### src/hdl/mmu_fault_pkg.sv
// constants, register map and types for the mmu fault and status logic
//
// Operation
// RULE_01 - split 16-Kbyte caches, four-way set associative
// RULE_02 - direct-store segment access raises data storage fault
// RULE_03 - clock config register shows strap bits 0-3
// RULE_04 - translation miss writes selected key to bit 12
// RULE_05 - key flags violation only for protection 00/01
// RULE_06 - handler leaves page-modified flag on violating miss
// RULE_07 - a store completes in a single cycle
// RULE_08 - fill forwards line, other lines fetch in parallel (code: only in enhanced mode, control bit 0; clear at reset)
// RULE_09 - misaligned little-endian loads and stores execute (code: only in enhanced mode; otherwise alignment fault)
// RULE_10 - system register unit has own adder, comparator
// RULE_11 - fill way select shows binary way index
// RULE_12 - strap sampled after reset, held, writes ignored
package mmu_fault_pkg;

	// ----------------------------------------------------------------
	// cache geometry
	// ----------------------------------------------------------------
	localparam int CACHE_BYTES = 16384;
	localparam int CACHE_WAYS  = 4;
	localparam int LINE_BYTES  = 32;
	localparam int CACHE_SETS  = CACHE_BYTES / (CACHE_WAYS * LINE_BYTES);
	localparam logic [31:0] GEOM_VALUE = {8'h00, 8'(LINE_BYTES), 8'(CACHE_WAYS),
		8'(CACHE_BYTES / 1024)};

	// ----------------------------------------------------------------
	// register indices and byte addresses
	// ----------------------------------------------------------------
	localparam logic [9:0]  IDX_CONTROL      = 10'h000;
	localparam logic [9:0]  IDX_FAULT_STATUS = 10'h001;
	localparam logic [9:0]  IDX_CACHE_GEOM   = 10'h002;
	localparam logic [9:0]  IDX_SAVE_STATUS  = 10'h01b;
	localparam logic [9:0]  IDX_CLOCK_CONFIG = 10'h3f1;
	localparam logic [11:0] ADDR_CONTROL      = {IDX_CONTROL, 2'h0};
	localparam logic [11:0] ADDR_FAULT_STATUS = {IDX_FAULT_STATUS, 2'h0};
	localparam logic [11:0] ADDR_CACHE_GEOM   = {IDX_CACHE_GEOM, 2'h0};
	localparam logic [11:0] ADDR_SAVE_STATUS  = {IDX_SAVE_STATUS, 2'h0};
	localparam logic [11:0] ADDR_CLOCK_CONFIG = {IDX_CLOCK_CONFIG, 2'h0};

	// ----------------------------------------------------------------
	// fields and reset values
	// ----------------------------------------------------------------
	localparam int STRAP_W        = 4;
	localparam int STRAP_LSB      = 0;
	localparam int SAVE_KEY_BIT   = 12;
	localparam int CTRL_ENH_BIT   = 0;
	localparam int STAT_DSF_BIT   = 0;
	localparam int STAT_MISS_BIT  = 1;
	localparam int STAT_VIOL_BIT  = 2;
	localparam int STAT_ALIGN_BIT = 3;
	localparam logic [31:0] RST_CONTROL = 32'h0000_0000;
	localparam logic [31:0] RST_SAVE    = 32'h0000_0000;
	localparam logic [3:0]  RST_STATUS  = 4'h0;
	localparam logic [3:0]  RST_STRAP   = 4'h0;

	// protection codes under which the key bit reports a violation
	localparam logic [1:0] PROT_KEY_NONE = 2'h0;
	localparam logic [1:0] PROT_KEY_READ = 2'h1;

	// strap capture sequence, gray coded
	typedef enum logic [1:0] {
		ST_WAIT0   = 2'h0,
		ST_WAIT1   = 2'h1,
		ST_CAPTURE = 2'h3,
		ST_HELD    = 2'h2
	} strap_state_t;

endpackage : mmu_fault_pkg

### src/hdl/key_check.sv
// protection key selection and violation decode for translation misses
`timescale 1ns/1ps
`default_nettype none
module key_check (
	input  wire logic       supervisor_key_i,
	input  wire logic       user_key_i,
	input  wire logic       problem_state_flag_i,
	input  wire logic [1:0] page_protection_bits_i,
	output logic            key_o,
	output logic            violation_o
);

	// key follows the privilege of the access
	assign key_o = problem_state_flag_i ? user_key_i : supervisor_key_i; // [RULE_04]

	// key only means a violation for the two lowest protection codes
	assign violation_o = key_o && ((page_protection_bits_i == mmu_fault_pkg::PROT_KEY_NONE) ||
		(page_protection_bits_i == mmu_fault_pkg::PROT_KEY_READ)); // [RULE_05]

endmodule : key_check
`default_nettype wire

### src/hdl/mmu_fault_status_logic.sv
// mmu fault, key capture, strap readback and fetch/store control with apb registers
`timescale 1ns/1ps
`default_nettype none
module mmu_fault_status_logic (
	input  wire logic        clk_i,
	input  wire logic        reset_n_i,
	// apb slave
	input  wire logic        psel_i,
	input  wire logic        penable_i,
	input  wire logic        pwrite_i,
	input  wire logic [11:0] paddr_i,
	input  wire logic [31:0] pwdata_i,
	output logic [31:0]      prdata_o,
	output logic             pready_o,
	output logic             pslverr_o,
	// clock multiplier strap pins
	input  wire logic [3:0]  clk_mult_strap_i,
	// data access path
	input  wire logic        access_valid_i,
	input  wire logic        segment_direct_store_i,
	input  wire logic        access_misaligned_le_i,
	output logic             mem_req_o,
	output logic             data_storage_fault_o,
	output logic             alignment_fault_o,
	input  wire logic        store_req_i,
	output logic             store_done_o,
	// translation miss
	input  wire logic        data_translation_buffer_miss_i,
	input  wire logic        supervisor_key_i,
	input  wire logic        user_key_i,
	input  wire logic        problem_state_flag_i,
	input  wire logic [1:0]  page_protection_bits_i,
	output logic             miss_exception_o,
	output logic             key_violation_o,
	// instruction cache fill and fetch
	input  wire logic        fill_active_i,
	input  wire logic [1:0]  fill_way_i,
	input  wire logic        critical_forwarded_i,
	input  wire logic        fetch_req_i,
	input  wire logic        fetch_same_line_i,
	input  wire logic        fetch_hit_i,
	output logic [1:0]       fill_way_select_o,
	output logic             fetch_forward_o,
	output logic             fetch_grant_o,
	// system register unit lanes
	input  wire logic [1:0]  sru_valid_i,
	input  wire logic [31:0] sru0_a_i,
	input  wire logic [31:0] sru0_b_i,
	input  wire logic [31:0] sru1_a_i,
	input  wire logic [31:0] sru1_b_i,
	output logic [31:0]      sru0_sum_o,
	output logic [2:0]       sru0_cmp_o,
	output logic [31:0]      sru1_sum_o,
	output logic [2:0]       sru1_cmp_o,
	output logic [1:0]       sru_done_o
);

	// ----------------------------------------------------------------
	// declarations
	// ----------------------------------------------------------------
	logic [31:0]                  control_reg;
	logic [31:0]                  save_status_reg;
	logic [3:0]                   status_reg;
	logic [3:0]                   status_next;
	logic [3:0]                   strap_meta_reg;
	logic [3:0]                   strap_sync_reg;
	logic [3:0]                   strap_reg;
	mmu_fault_pkg::strap_state_t  strap_state_reg;
	logic                         enh_mode;
	logic                         key_bit;
	logic                         key_viol;
	logic                         apb_setup;
	logic                         apb_write;
	logic                         ds_hit;
	logic                         align_hit;
	logic [31:0]                  read_mux;
	logic                         read_err;

	assign enh_mode  = control_reg[mmu_fault_pkg::CTRL_ENH_BIT];
	assign apb_setup = psel_i && !penable_i;
	assign apb_write = psel_i && penable_i && pready_o && pwrite_i;
	assign ds_hit    = access_valid_i && segment_direct_store_i;
	assign align_hit = access_valid_i && !segment_direct_store_i &&
		access_misaligned_le_i && !enh_mode;

	// ----------------------------------------------------------------
	// strap synchroniser and one-time capture
	// ----------------------------------------------------------------

	// two-stage synchroniser on the strap pins
	always_ff @(posedge clk_i or negedge reset_n_i) begin
		if (!reset_n_i) begin
			strap_meta_reg <= mmu_fault_pkg::RST_STRAP;
			strap_sync_reg <= mmu_fault_pkg::RST_STRAP;
		end else begin
			strap_meta_reg <= clk_mult_strap_i;
			strap_sync_reg <= strap_meta_reg;
		end
	end

	// wait for the synchroniser to fill, capture once, then hold
	always_ff @(posedge clk_i or negedge reset_n_i) begin
		if (!reset_n_i) begin
			strap_state_reg <= mmu_fault_pkg::ST_WAIT0;
			strap_reg       <= mmu_fault_pkg::RST_STRAP;
		end else begin
			case (strap_state_reg)
				mmu_fault_pkg::ST_WAIT0: begin
					strap_state_reg <= mmu_fault_pkg::ST_WAIT1;
				end
				mmu_fault_pkg::ST_WAIT1: begin
					strap_state_reg <= mmu_fault_pkg::ST_CAPTURE;
				end
				mmu_fault_pkg::ST_CAPTURE: begin
					strap_reg       <= strap_sync_reg; // [RULE_12]
					strap_state_reg <= mmu_fault_pkg::ST_HELD;
				end
				mmu_fault_pkg::ST_HELD: begin
					strap_state_reg <= mmu_fault_pkg::ST_HELD; // [RULE_12]
				end
				default: begin
					strap_state_reg <= mmu_fault_pkg::ST_WAIT0;
				end
			endcase
		end
	end

	// ----------------------------------------------------------------
	// key decode and add/compare lanes
	// ----------------------------------------------------------------
	key_check u_key_check (
		.supervisor_key_i       (supervisor_key_i),
		.user_key_i             (user_key_i),
		.problem_state_flag_i   (problem_state_flag_i),
		.page_protection_bits_i (page_protection_bits_i),
		.key_o                  (key_bit),
		.violation_o            (key_viol)
	);

	sru_addcmp u_sru0 (
		.clk_i     (clk_i),
		.reset_n_i (reset_n_i),
		.valid_i   (sru_valid_i[0]),
		.a_i       (sru0_a_i),
		.b_i       (sru0_b_i),
		.sum_o     (sru0_sum_o),
		.cmp_o     (sru0_cmp_o),
		.done_o    (sru_done_o[0])
	);

	sru_addcmp u_sru1 (
		.clk_i     (clk_i),
		.reset_n_i (reset_n_i),
		.valid_i   (sru_valid_i[1]),
		.a_i       (sru1_a_i),
		.b_i       (sru1_b_i),
		.sum_o     (sru1_sum_o),
		.cmp_o     (sru1_cmp_o),
		.done_o    (sru_done_o[1])
	);

	// ----------------------------------------------------------------
	// data access path
	// ----------------------------------------------------------------

	// direct-store never reaches memory; misaligned le needs enhanced mode
	always_ff @(posedge clk_i or negedge reset_n_i) begin
		if (!reset_n_i) begin
			mem_req_o            <= 1'h0;
			data_storage_fault_o <= 1'h0;
			alignment_fault_o    <= 1'h0;
			store_done_o         <= 1'h0;
		end else begin
			mem_req_o            <= access_valid_i && !ds_hit && !align_hit; // [RULE_02] [RULE_09]
			data_storage_fault_o <= ds_hit; // [RULE_02]
			alignment_fault_o    <= align_hit; // [RULE_09]
			store_done_o         <= store_req_i; // [RULE_07]
		end
	end

	// translation miss reports the key before any table search
	always_ff @(posedge clk_i or negedge reset_n_i) begin
		if (!reset_n_i) begin
			miss_exception_o <= 1'h0;
			key_violation_o  <= 1'h0;
		end else begin
			miss_exception_o <= data_translation_buffer_miss_i;
			key_violation_o  <= data_translation_buffer_miss_i && key_viol; // [RULE_05]
		end
	end

	// ----------------------------------------------------------------
	// instruction fetch during line fill
	// ----------------------------------------------------------------

	// way index on fill, forwarding and parallel hits when enhanced
	always_ff @(posedge clk_i or negedge reset_n_i) begin
		if (!reset_n_i) begin
			fill_way_select_o <= 2'h0;
			fetch_forward_o   <= 1'h0;
			fetch_grant_o     <= 1'h0;
		end else begin
			fill_way_select_o <= fill_active_i ? fill_way_i : 2'h0; // [RULE_11]
			fetch_forward_o   <= fetch_req_i && fill_active_i && fetch_same_line_i &&
				critical_forwarded_i && enh_mode; // [RULE_08]
			fetch_grant_o     <= fetch_req_i && fetch_hit_i && !fetch_same_line_i &&
				(!fill_active_i || enh_mode); // [RULE_08]
		end
	end

	// ----------------------------------------------------------------
	// registers
	// ----------------------------------------------------------------

	// control register, software steered
	always_ff @(posedge clk_i or negedge reset_n_i) begin
		if (!reset_n_i) begin
			control_reg <= mmu_fault_pkg::RST_CONTROL;
		end else if (apb_write && paddr_i == mmu_fault_pkg::ADDR_CONTROL) begin
			control_reg <= pwdata_i;
		end
	end

	// save status: software write, then miss key overrides bit 12
	always_ff @(posedge clk_i or negedge reset_n_i) begin
		if (!reset_n_i) begin
			save_status_reg <= mmu_fault_pkg::RST_SAVE;
		end else begin
			if (apb_write && paddr_i == mmu_fault_pkg::ADDR_SAVE_STATUS) begin
				save_status_reg <= pwdata_i;
			end
			if (data_translation_buffer_miss_i) begin
				save_status_reg[mmu_fault_pkg::SAVE_KEY_BIT] <= key_bit; // [RULE_04]
			end
		end
	end

	// sticky fault flags, write one to clear, a new event wins
	always_comb begin
		status_next = status_reg;
		if (apb_write && paddr_i == mmu_fault_pkg::ADDR_FAULT_STATUS) begin
			status_next = status_reg & ~pwdata_i[3:0];
		end
		if (ds_hit) begin
			status_next[mmu_fault_pkg::STAT_DSF_BIT] = 1'h1;
		end
		if (data_translation_buffer_miss_i) begin
			status_next[mmu_fault_pkg::STAT_MISS_BIT] = 1'h1;
		end
		if (data_translation_buffer_miss_i && key_viol) begin
			status_next[mmu_fault_pkg::STAT_VIOL_BIT] = 1'h1;
		end
		if (align_hit) begin
			status_next[mmu_fault_pkg::STAT_ALIGN_BIT] = 1'h1;
		end
	end

	always_ff @(posedge clk_i or negedge reset_n_i) begin
		if (!reset_n_i) begin
			status_reg <= mmu_fault_pkg::RST_STATUS;
		end else begin
			status_reg <= status_next;
		end
	end

	// read decode; clock config and geometry are read only
	always_comb begin
		read_mux = 32'h0000_0000;
		read_err = 1'h0;
		case (paddr_i)
			mmu_fault_pkg::ADDR_CONTROL:      read_mux = control_reg;
			mmu_fault_pkg::ADDR_FAULT_STATUS: read_mux = {28'h000_0000, status_reg};
			mmu_fault_pkg::ADDR_CACHE_GEOM:   read_mux = mmu_fault_pkg::GEOM_VALUE; // [RULE_01]
			mmu_fault_pkg::ADDR_SAVE_STATUS:  read_mux = save_status_reg;
			mmu_fault_pkg::ADDR_CLOCK_CONFIG: read_mux = {28'h000_0000, strap_reg}; // [RULE_03]
			default:                          read_err = 1'h1;
		endcase
	end

	// apb answer: ready in the first access cycle, data latched in setup
	always_ff @(posedge clk_i or negedge reset_n_i) begin
		if (!reset_n_i) begin
			pready_o  <= 1'h0;
			pslverr_o <= 1'h0;
			prdata_o  <= 32'h0000_0000;
		end else begin
			pready_o  <= apb_setup;
			pslverr_o <= apb_setup && read_err;
			if (apb_setup) begin
				prdata_o <= (pwrite_i || read_err) ? 32'h0000_0000 : read_mux;
			end
		end
	end
endmodule : mmu_fault_status_logic
`default_nettype wire

### src/hdl/sru_addcmp.sv
// one add and compare lane of the system register unit
`timescale 1ns/1ps
`default_nettype none
module sru_addcmp (
	input  wire logic        clk_i,
	input  wire logic        reset_n_i,
	input  wire logic        valid_i,
	input  wire logic [31:0] a_i,
	input  wire logic [31:0] b_i,
	output logic [31:0]      sum_o,
	output logic [2:0]       cmp_o,
	output logic             done_o
);

	// sum plus signed less, greater, equal in one cycle
	always_ff @(posedge clk_i or negedge reset_n_i) begin
		if (!reset_n_i) begin
			sum_o  <= 32'h0000_0000;
			cmp_o  <= 3'h0;
			done_o <= 1'h0;
		end else begin
			done_o <= valid_i;
			if (valid_i) begin
				sum_o <= a_i + b_i; // [RULE_10]
				cmp_o <= {$signed(a_i) < $signed(b_i), $signed(a_i) > $signed(b_i),
					a_i == b_i}; // [RULE_10]
			end
		end
	end
endmodule : sru_addcmp
`default_nettype wire

### config.mk
export PLATFORM = sky130hd
export DESIGN_NAME = mmu_fault_status_logic
export DESIGN_NICKNAME = d
export VERILOG_FILES = /design/src/hdl/mmu_fault_pkg.sv /design/src/hdl/key_check.sv /design/src/hdl/mmu_fault_status_logic.sv /design/src/hdl/sru_addcmp.sv
export SDC_FILE = /design/constraint.sdc
export NUM_CORES = 1
export LEC_CHECK = 0
export ABC_CLOCK_PERIOD_IN_PS = 1640
export CELL_PAD_IN_SITES_DETAIL_PLACEMENT = 0
export CELL_PAD_IN_SITES_GLOBAL_PLACEMENT = 1
export CORE_MARGIN = 4
export CORE_UTILIZATION = 45
export DETAILED_ROUTE_END_ITERATION = 10
export DONT_BUFFER_PORTS = 1
export GPL_ROUTABILITY_DRIVEN = 0
export PLACE_DENSITY = 0.76
export SYNTH_ARGS = -nofsm -noshare
export SYNTH_HDL_FRONTEND = slang
export SYNTH_HIERARCHICAL = 1
export SYNTH_SLANG_ARGS = --single-unit
### constraint.sdc
create_clock -name clk_i -period 1.64 [get_ports clk_i]
set_input_delay 0.328 -clock clk_i [delete_from_list [all_inputs] [get_ports clk_i]]
set_output_delay 0.328 -clock clk_i [all_outputs]
set_load 0.005 [all_outputs]
# Word-level counts from Yosys, hierarchy flattened
# Index checks and enable logic that the tools add are counted.
# op_classes
n_bitwise	2
eq_ne	10
n_mux	13
add_sub_neg	2
n_reduce_logical	43
magnitude_cmp	4
# ops
op	count
one-hot mux 32 bit (5 select lines)	1
adder 32 bit	2
equality test 32 bit	2
> comparator 32 bit	2
less-than comparator 32 bit	2
two-way mux 32 bit	1
logical AND 1 bit	23
two-way mux 13 bit	1
equality test 12 bit, second input constant	1
equality test 12 x 3 -> 1 bit, second input constant	1
equality test 12 x 4 -> 1 bit, second input constant	1
equality test 12 x 7 -> 1 bit, second input constant	1
zero test 12 bit	1
nonzero test 2 bit	5
zero test 1 bit	7
two-way mux 1 bit	7
one-hot mux 2 bit (3 select lines)	1
OR reduction 5 bit	1
bitwise AND 4 bit	1
equality test 2 x 1 -> 1 bit, second input constant	2
equality test 2 bit, second input constant	2
zero test 2 bit	2
two-way mux 4 bit	1
inverter 4 bit	1
other kinds (3)	5
# totals
register_bits	198

# Logic depth before layout (Yosys ltp)
# logic_depth
word_depth	6
ltp_mapped	11
mapped_depth_nobuf	10

# By module
# The synthesis kept the hierarchy.
# by_module_without_submodules
module	cells_per_inst	area_per_inst_um2	instances	seq_area_each_um2
mmu_fault_status_logic	372	4952.2	1	3153.0
sru_addcmp (u_sru1)	515	4071.4	1	900.9
sru_addcmp (u_sru0)	483	3935.0	1	900.9
key_check	2	28.8	1	0.0

# Worst setup path after synthesis
# Ideal clock, no wire load.
# synth_path
kind	input to register
start	input sru1_a_i[0]
end	register u_sru1.sum_o[26]
arrival_ns	2.316
stages	9
setup_time_ns	0.069
path_slack_ns	-0.745
t_required_ns	1.571
path_cell_list	ha_1 fa_1 and2b_4 o21ai_2 a31oi_1 a211oi_2 a21oi_1 or4_1 nand3_1
# synth_via
elab_chain_cells	1
# synth_lines
element	line_no	source
start: declaration	mmu_fault_status_logic.sv:49	input wire logic [31:0] sru1_a_i,
adder 32 bit	sru_addcmp.sv:24	sum_o <= a_i + b_i;
end signal: assignment	sru_addcmp.sv:24	
end: declaration	sru_addcmp.sv:10	output logic [31:0] sum_o,
# No other way between the ends.
# A chain may end at the register's enable or synchronous reset.

# Worst setup path after layout
# layout_path
start	input sru0_a_i[0]
end	register u_sru0.sum_o[22]
# layout_via
elab_chain_cells	1
# layout_lines
element	line_no	source
start: declaration	mmu_fault_status_logic.sv:47	input wire logic [31:0] sru0_a_i,
adder 32 bit	sru_addcmp.sv:24	
end signal: assignment	sru_addcmp.sv:24	
end: declaration	sru_addcmp.sv:10	
# No other way between the ends.

==> results by group <==
Timing
  – Fin crit period: 1927 ps
  – Fmax achieved: 519.0 MHz
  – Setup ws final: -286.8 ps
  – Max_slew headroom: 0.1902
  – Final hold vios: 198
  – Hold_ws: -433.2 ps
  – Clk_skew: 12.67 ps
  – Setup TNS Final: -12,950 ps
  – Slew Viols, Final: 0
  – Worst Tran Pin Value: 1211 ps
  – Post-route clock period utilization: 1.175
  – RSZ-0062 raised after global routing: yes
  – Final count of negative-setup-slack endpoints: 130

Floorplanning
  – Die ar.: 0.03164 mm^2
  – Die extent in y: 177.9 um
  – Die W: 177.9 um
  – Core Area: 0.02816 mm^2
  – Row count: 61
  – Top Ports: 316
  – Starting Density: 0.4611

Clock network
  – Hold Buf Count CTS: 14
  – CTS tree: yes
  – Htree depth: 4
  – Clock sink total: 198
  – Clock transition at the registers of the reported paths: 90 ps
  – Num CTS Buffers: 17
  – Clk Latency, worst-skew pair: 440 ps
  – Clock Path Buffers: 2
  – Clk root buf: clkbuf_16

Routing
  – Initial DRC Count: 801
  – Wire per inst: 21.57 um
  – Post-DR vias/cell: 5.616
  – DRT Pass-1 Iters: 5
  – Antenna-violating nets left: 0
  – DRC: 0
  – Via count: 11,560
  – Post-Route WL: around 44 mm

Hold path
  – Min-Delay Path Class: input port to async pin

Run status
  – Failing checks: negative hold slack, negative setup slack
  – Status: finished, violations left

Placed design
  – # placed instances: 1,952
  – I/O Buffers: 0
  – Hpwl dp: ~30 mm

Synthesis
  – Main flop type after synthesis: dfrtp_1
  – Top cells by count, synth: dfrtp_1, a21oi_1, nor2_1, ha_1, inv_1
  – Area share of the largest cell type after synthesis: 0.3815
  – Synth Area in Compound Gates: 0.1881
  – Ranking of synthesized cells by area: dfrtp_1, ha_1, mux2_1, a21oi_1, nor2_1
  – Seq/Total Area, Yosys: 0.3815
  – Async set-reset flop share out of synthesis: 1.000
  – Cell Area, Synth: 0.01299 mm^2
  – Synthesis warning total: 6
  – Largest family of logic cells by synthesized area: compound AO/OA/AOI/OAI gates
  – Yosys reg bits: 198
  – EDFF count, synth: 0
  – Post-Syn Nets: 1,700
  – Post-Synth Simple-Gate Area: 0.1475
  – Largest area contributor in the netlist: dfrtp_1
  – Post-Syn Area per Cell: between 9 and 10 um^2
  – Adder-Cell Fraction of Synth Area: 0.1245
  – Synth Area in XOR/XNOR: 0.03304
  – Most common cell in the netlist: dfrtp_1
  – Mux share of post-synthesis cell area: 0.06936
  – Cell variety after synth: 98
  – Post-Syn Instances: around 1,400

Final layout
  – Diodes inserted: 0
  – Fin cells: 2,058
  – Share of layout cells above drive strength 1: 0.4375
  – NumNets Final: 1,995
  – Post-layout util: 0.6721
  – Area Growth Syn to Fin: 45.74%

Setup path
  – Worst R2R Path Depth: 5
  – Critical path launch point type: input port
  – R2r endpoint: control_reg[9]
  – Critical Path RT: 1960 ps
  – Reg2reg setup slack: 20 ps
  – Critical path arrival: 2250 ps
  – WS Path Type: input port to flip-flop
  – Crit path capture type: flip-flop
  – Critical Path End: u_sru0/sum_o[22]
  – Critical Path Source: sru0_a_i[0]
  – FF-to-FF Start: pready_o
  – Crit Path Max Fanout: 3

GRT
  – First-pass GRT wire length: 65.67 mm
  – Vias in the first global route: about 12,000
  – Total grt overflow: 0
  – Largest net degree at the start of global routing: 199
  – Initial antenna violation count: 0
  – GR Util All Layers: 0.2611

Pwr
  – PwrDens: roughly 760 mW/mm^2
  – Final Power: 14.30 mW
  – Worst vdd ir: approximately 0.0007 V
  – P_leak: 8.349 nW

Job
  – Number of max-cap violations: 0
power by group:
group	internal, mW	total (mW)	switching, mW
Clock	2.27	4.62	2.35
Sequential	5.24	5.63	0.387
Combinational	2.10	4.05	1.95
Total	9.61	14.3	4.69
per-layer routing:
layer  GRT usage  share of wire
met3     0.06881          0.073
met2      0.4449           0.50
met5           0              0
met4     0.07831          0.030
met1      0.3251           0.40
worst min-delay path by stage:
stage	startpoint	slack [ps]	endpoint
4_1_cts	reset_n_i	-450	u_sru0/sum_o[5]
3_3_place_gp	reset_n_i	40	control_reg[27]
2_1_floorplan	reset_n_i	30	alignment_fault_o
6_report	reset_n_i	-430	prdata_o[16]
3_5_place_dp	reset_n_i	40	prdata_o[27]
5_1_grt	reset_n_i	-450	prdata_o[16]
through the flow:
| stage | setup WS (ps) | area [um^2] |
|---|---|---|
| after floorplan | -616.7 | 14340 |
| after global placement | -844.3 | 16370 |
| after detailed placement | -878.3 | 16370 |
| after CTS | -208.5 | 18100 |
| after global routing | -347.9 | 18930 |
| final | -286.8 | 18930 |
what timing repair did:
item                                   4_1_cts  5_1_grt
gates cloned                                 7        6
endpoints found under the hold margin      257      198
pin swaps                                   80       99
setup endpoints to repair                  137      142
setup buffers                               40       24
gates resized for setup                    116      158
cell usage in the layout, fill, tap and decap left out, types with 9 or more instances in the layout:
master         synthesis  final
clkbuf_16              0     21
o21ai_0               26     14
inv_8                  0      9
a21oi_2                4     25
ha_4                   0     48
nor2_1               127    113
ha_1                 126     78
o31ai_1               18     13
nand4_1               18     18
a21oi_1              129    102
o21ai_1               37     24
mux2_4                 1     69
nand3_1               25     16
dfrtp_1              198    198
o21ai_2                2     20
nor4_4                 4     12
a22oi_1               25     13
nand2_1               94     89
o21bai_1              19     15
dlygate4sd3_1          0     13
nor3_1                18     12
buf_4                  7    274
xnor2_1               44     36
inv_1                115     75
nor2b_1               21     18
a22oi_2                1     13
buf_12                 0      9
a21o_1                11     11
inv_12                 0     10
inv_2                  5     25
buf_6                  0     26
area by class of cell:
cell class | instances | area (um^2)
sequential | 198 | 4955
multi-input combinational | 998 | 9403
clock inverter | 15 | 210.2
tap | 378 | 473.0
inverter | 121 | 601.8
timing repair buffer | 331 | 2860
fill | 2112 | 9235
clock buffer | 17 | 425.4
worst max-delay path: stages:
cell	delay [ps]
ha_4	140
fa_2	330
nor2b_4	140
o31ai_4	220
o31ai_4	110
a2111oi_4	460
nor4_4	110
nor2_1	140
xnor2_1	160
a21oi_1	90
logic make-up after synthesis:
| kind of cell | count (synthesis) |
|---|---|
| AOI/OAI and AO/OA | 359 |
| xor gates and xnor gates | 49 |
| and+or+nand+nor | 379 |
| DFF | 198 |
| buffers and inverters | 179 |
| adders and majority gates | 128 |
| muxes | 80 |
(Power assumes the default switching activity.)
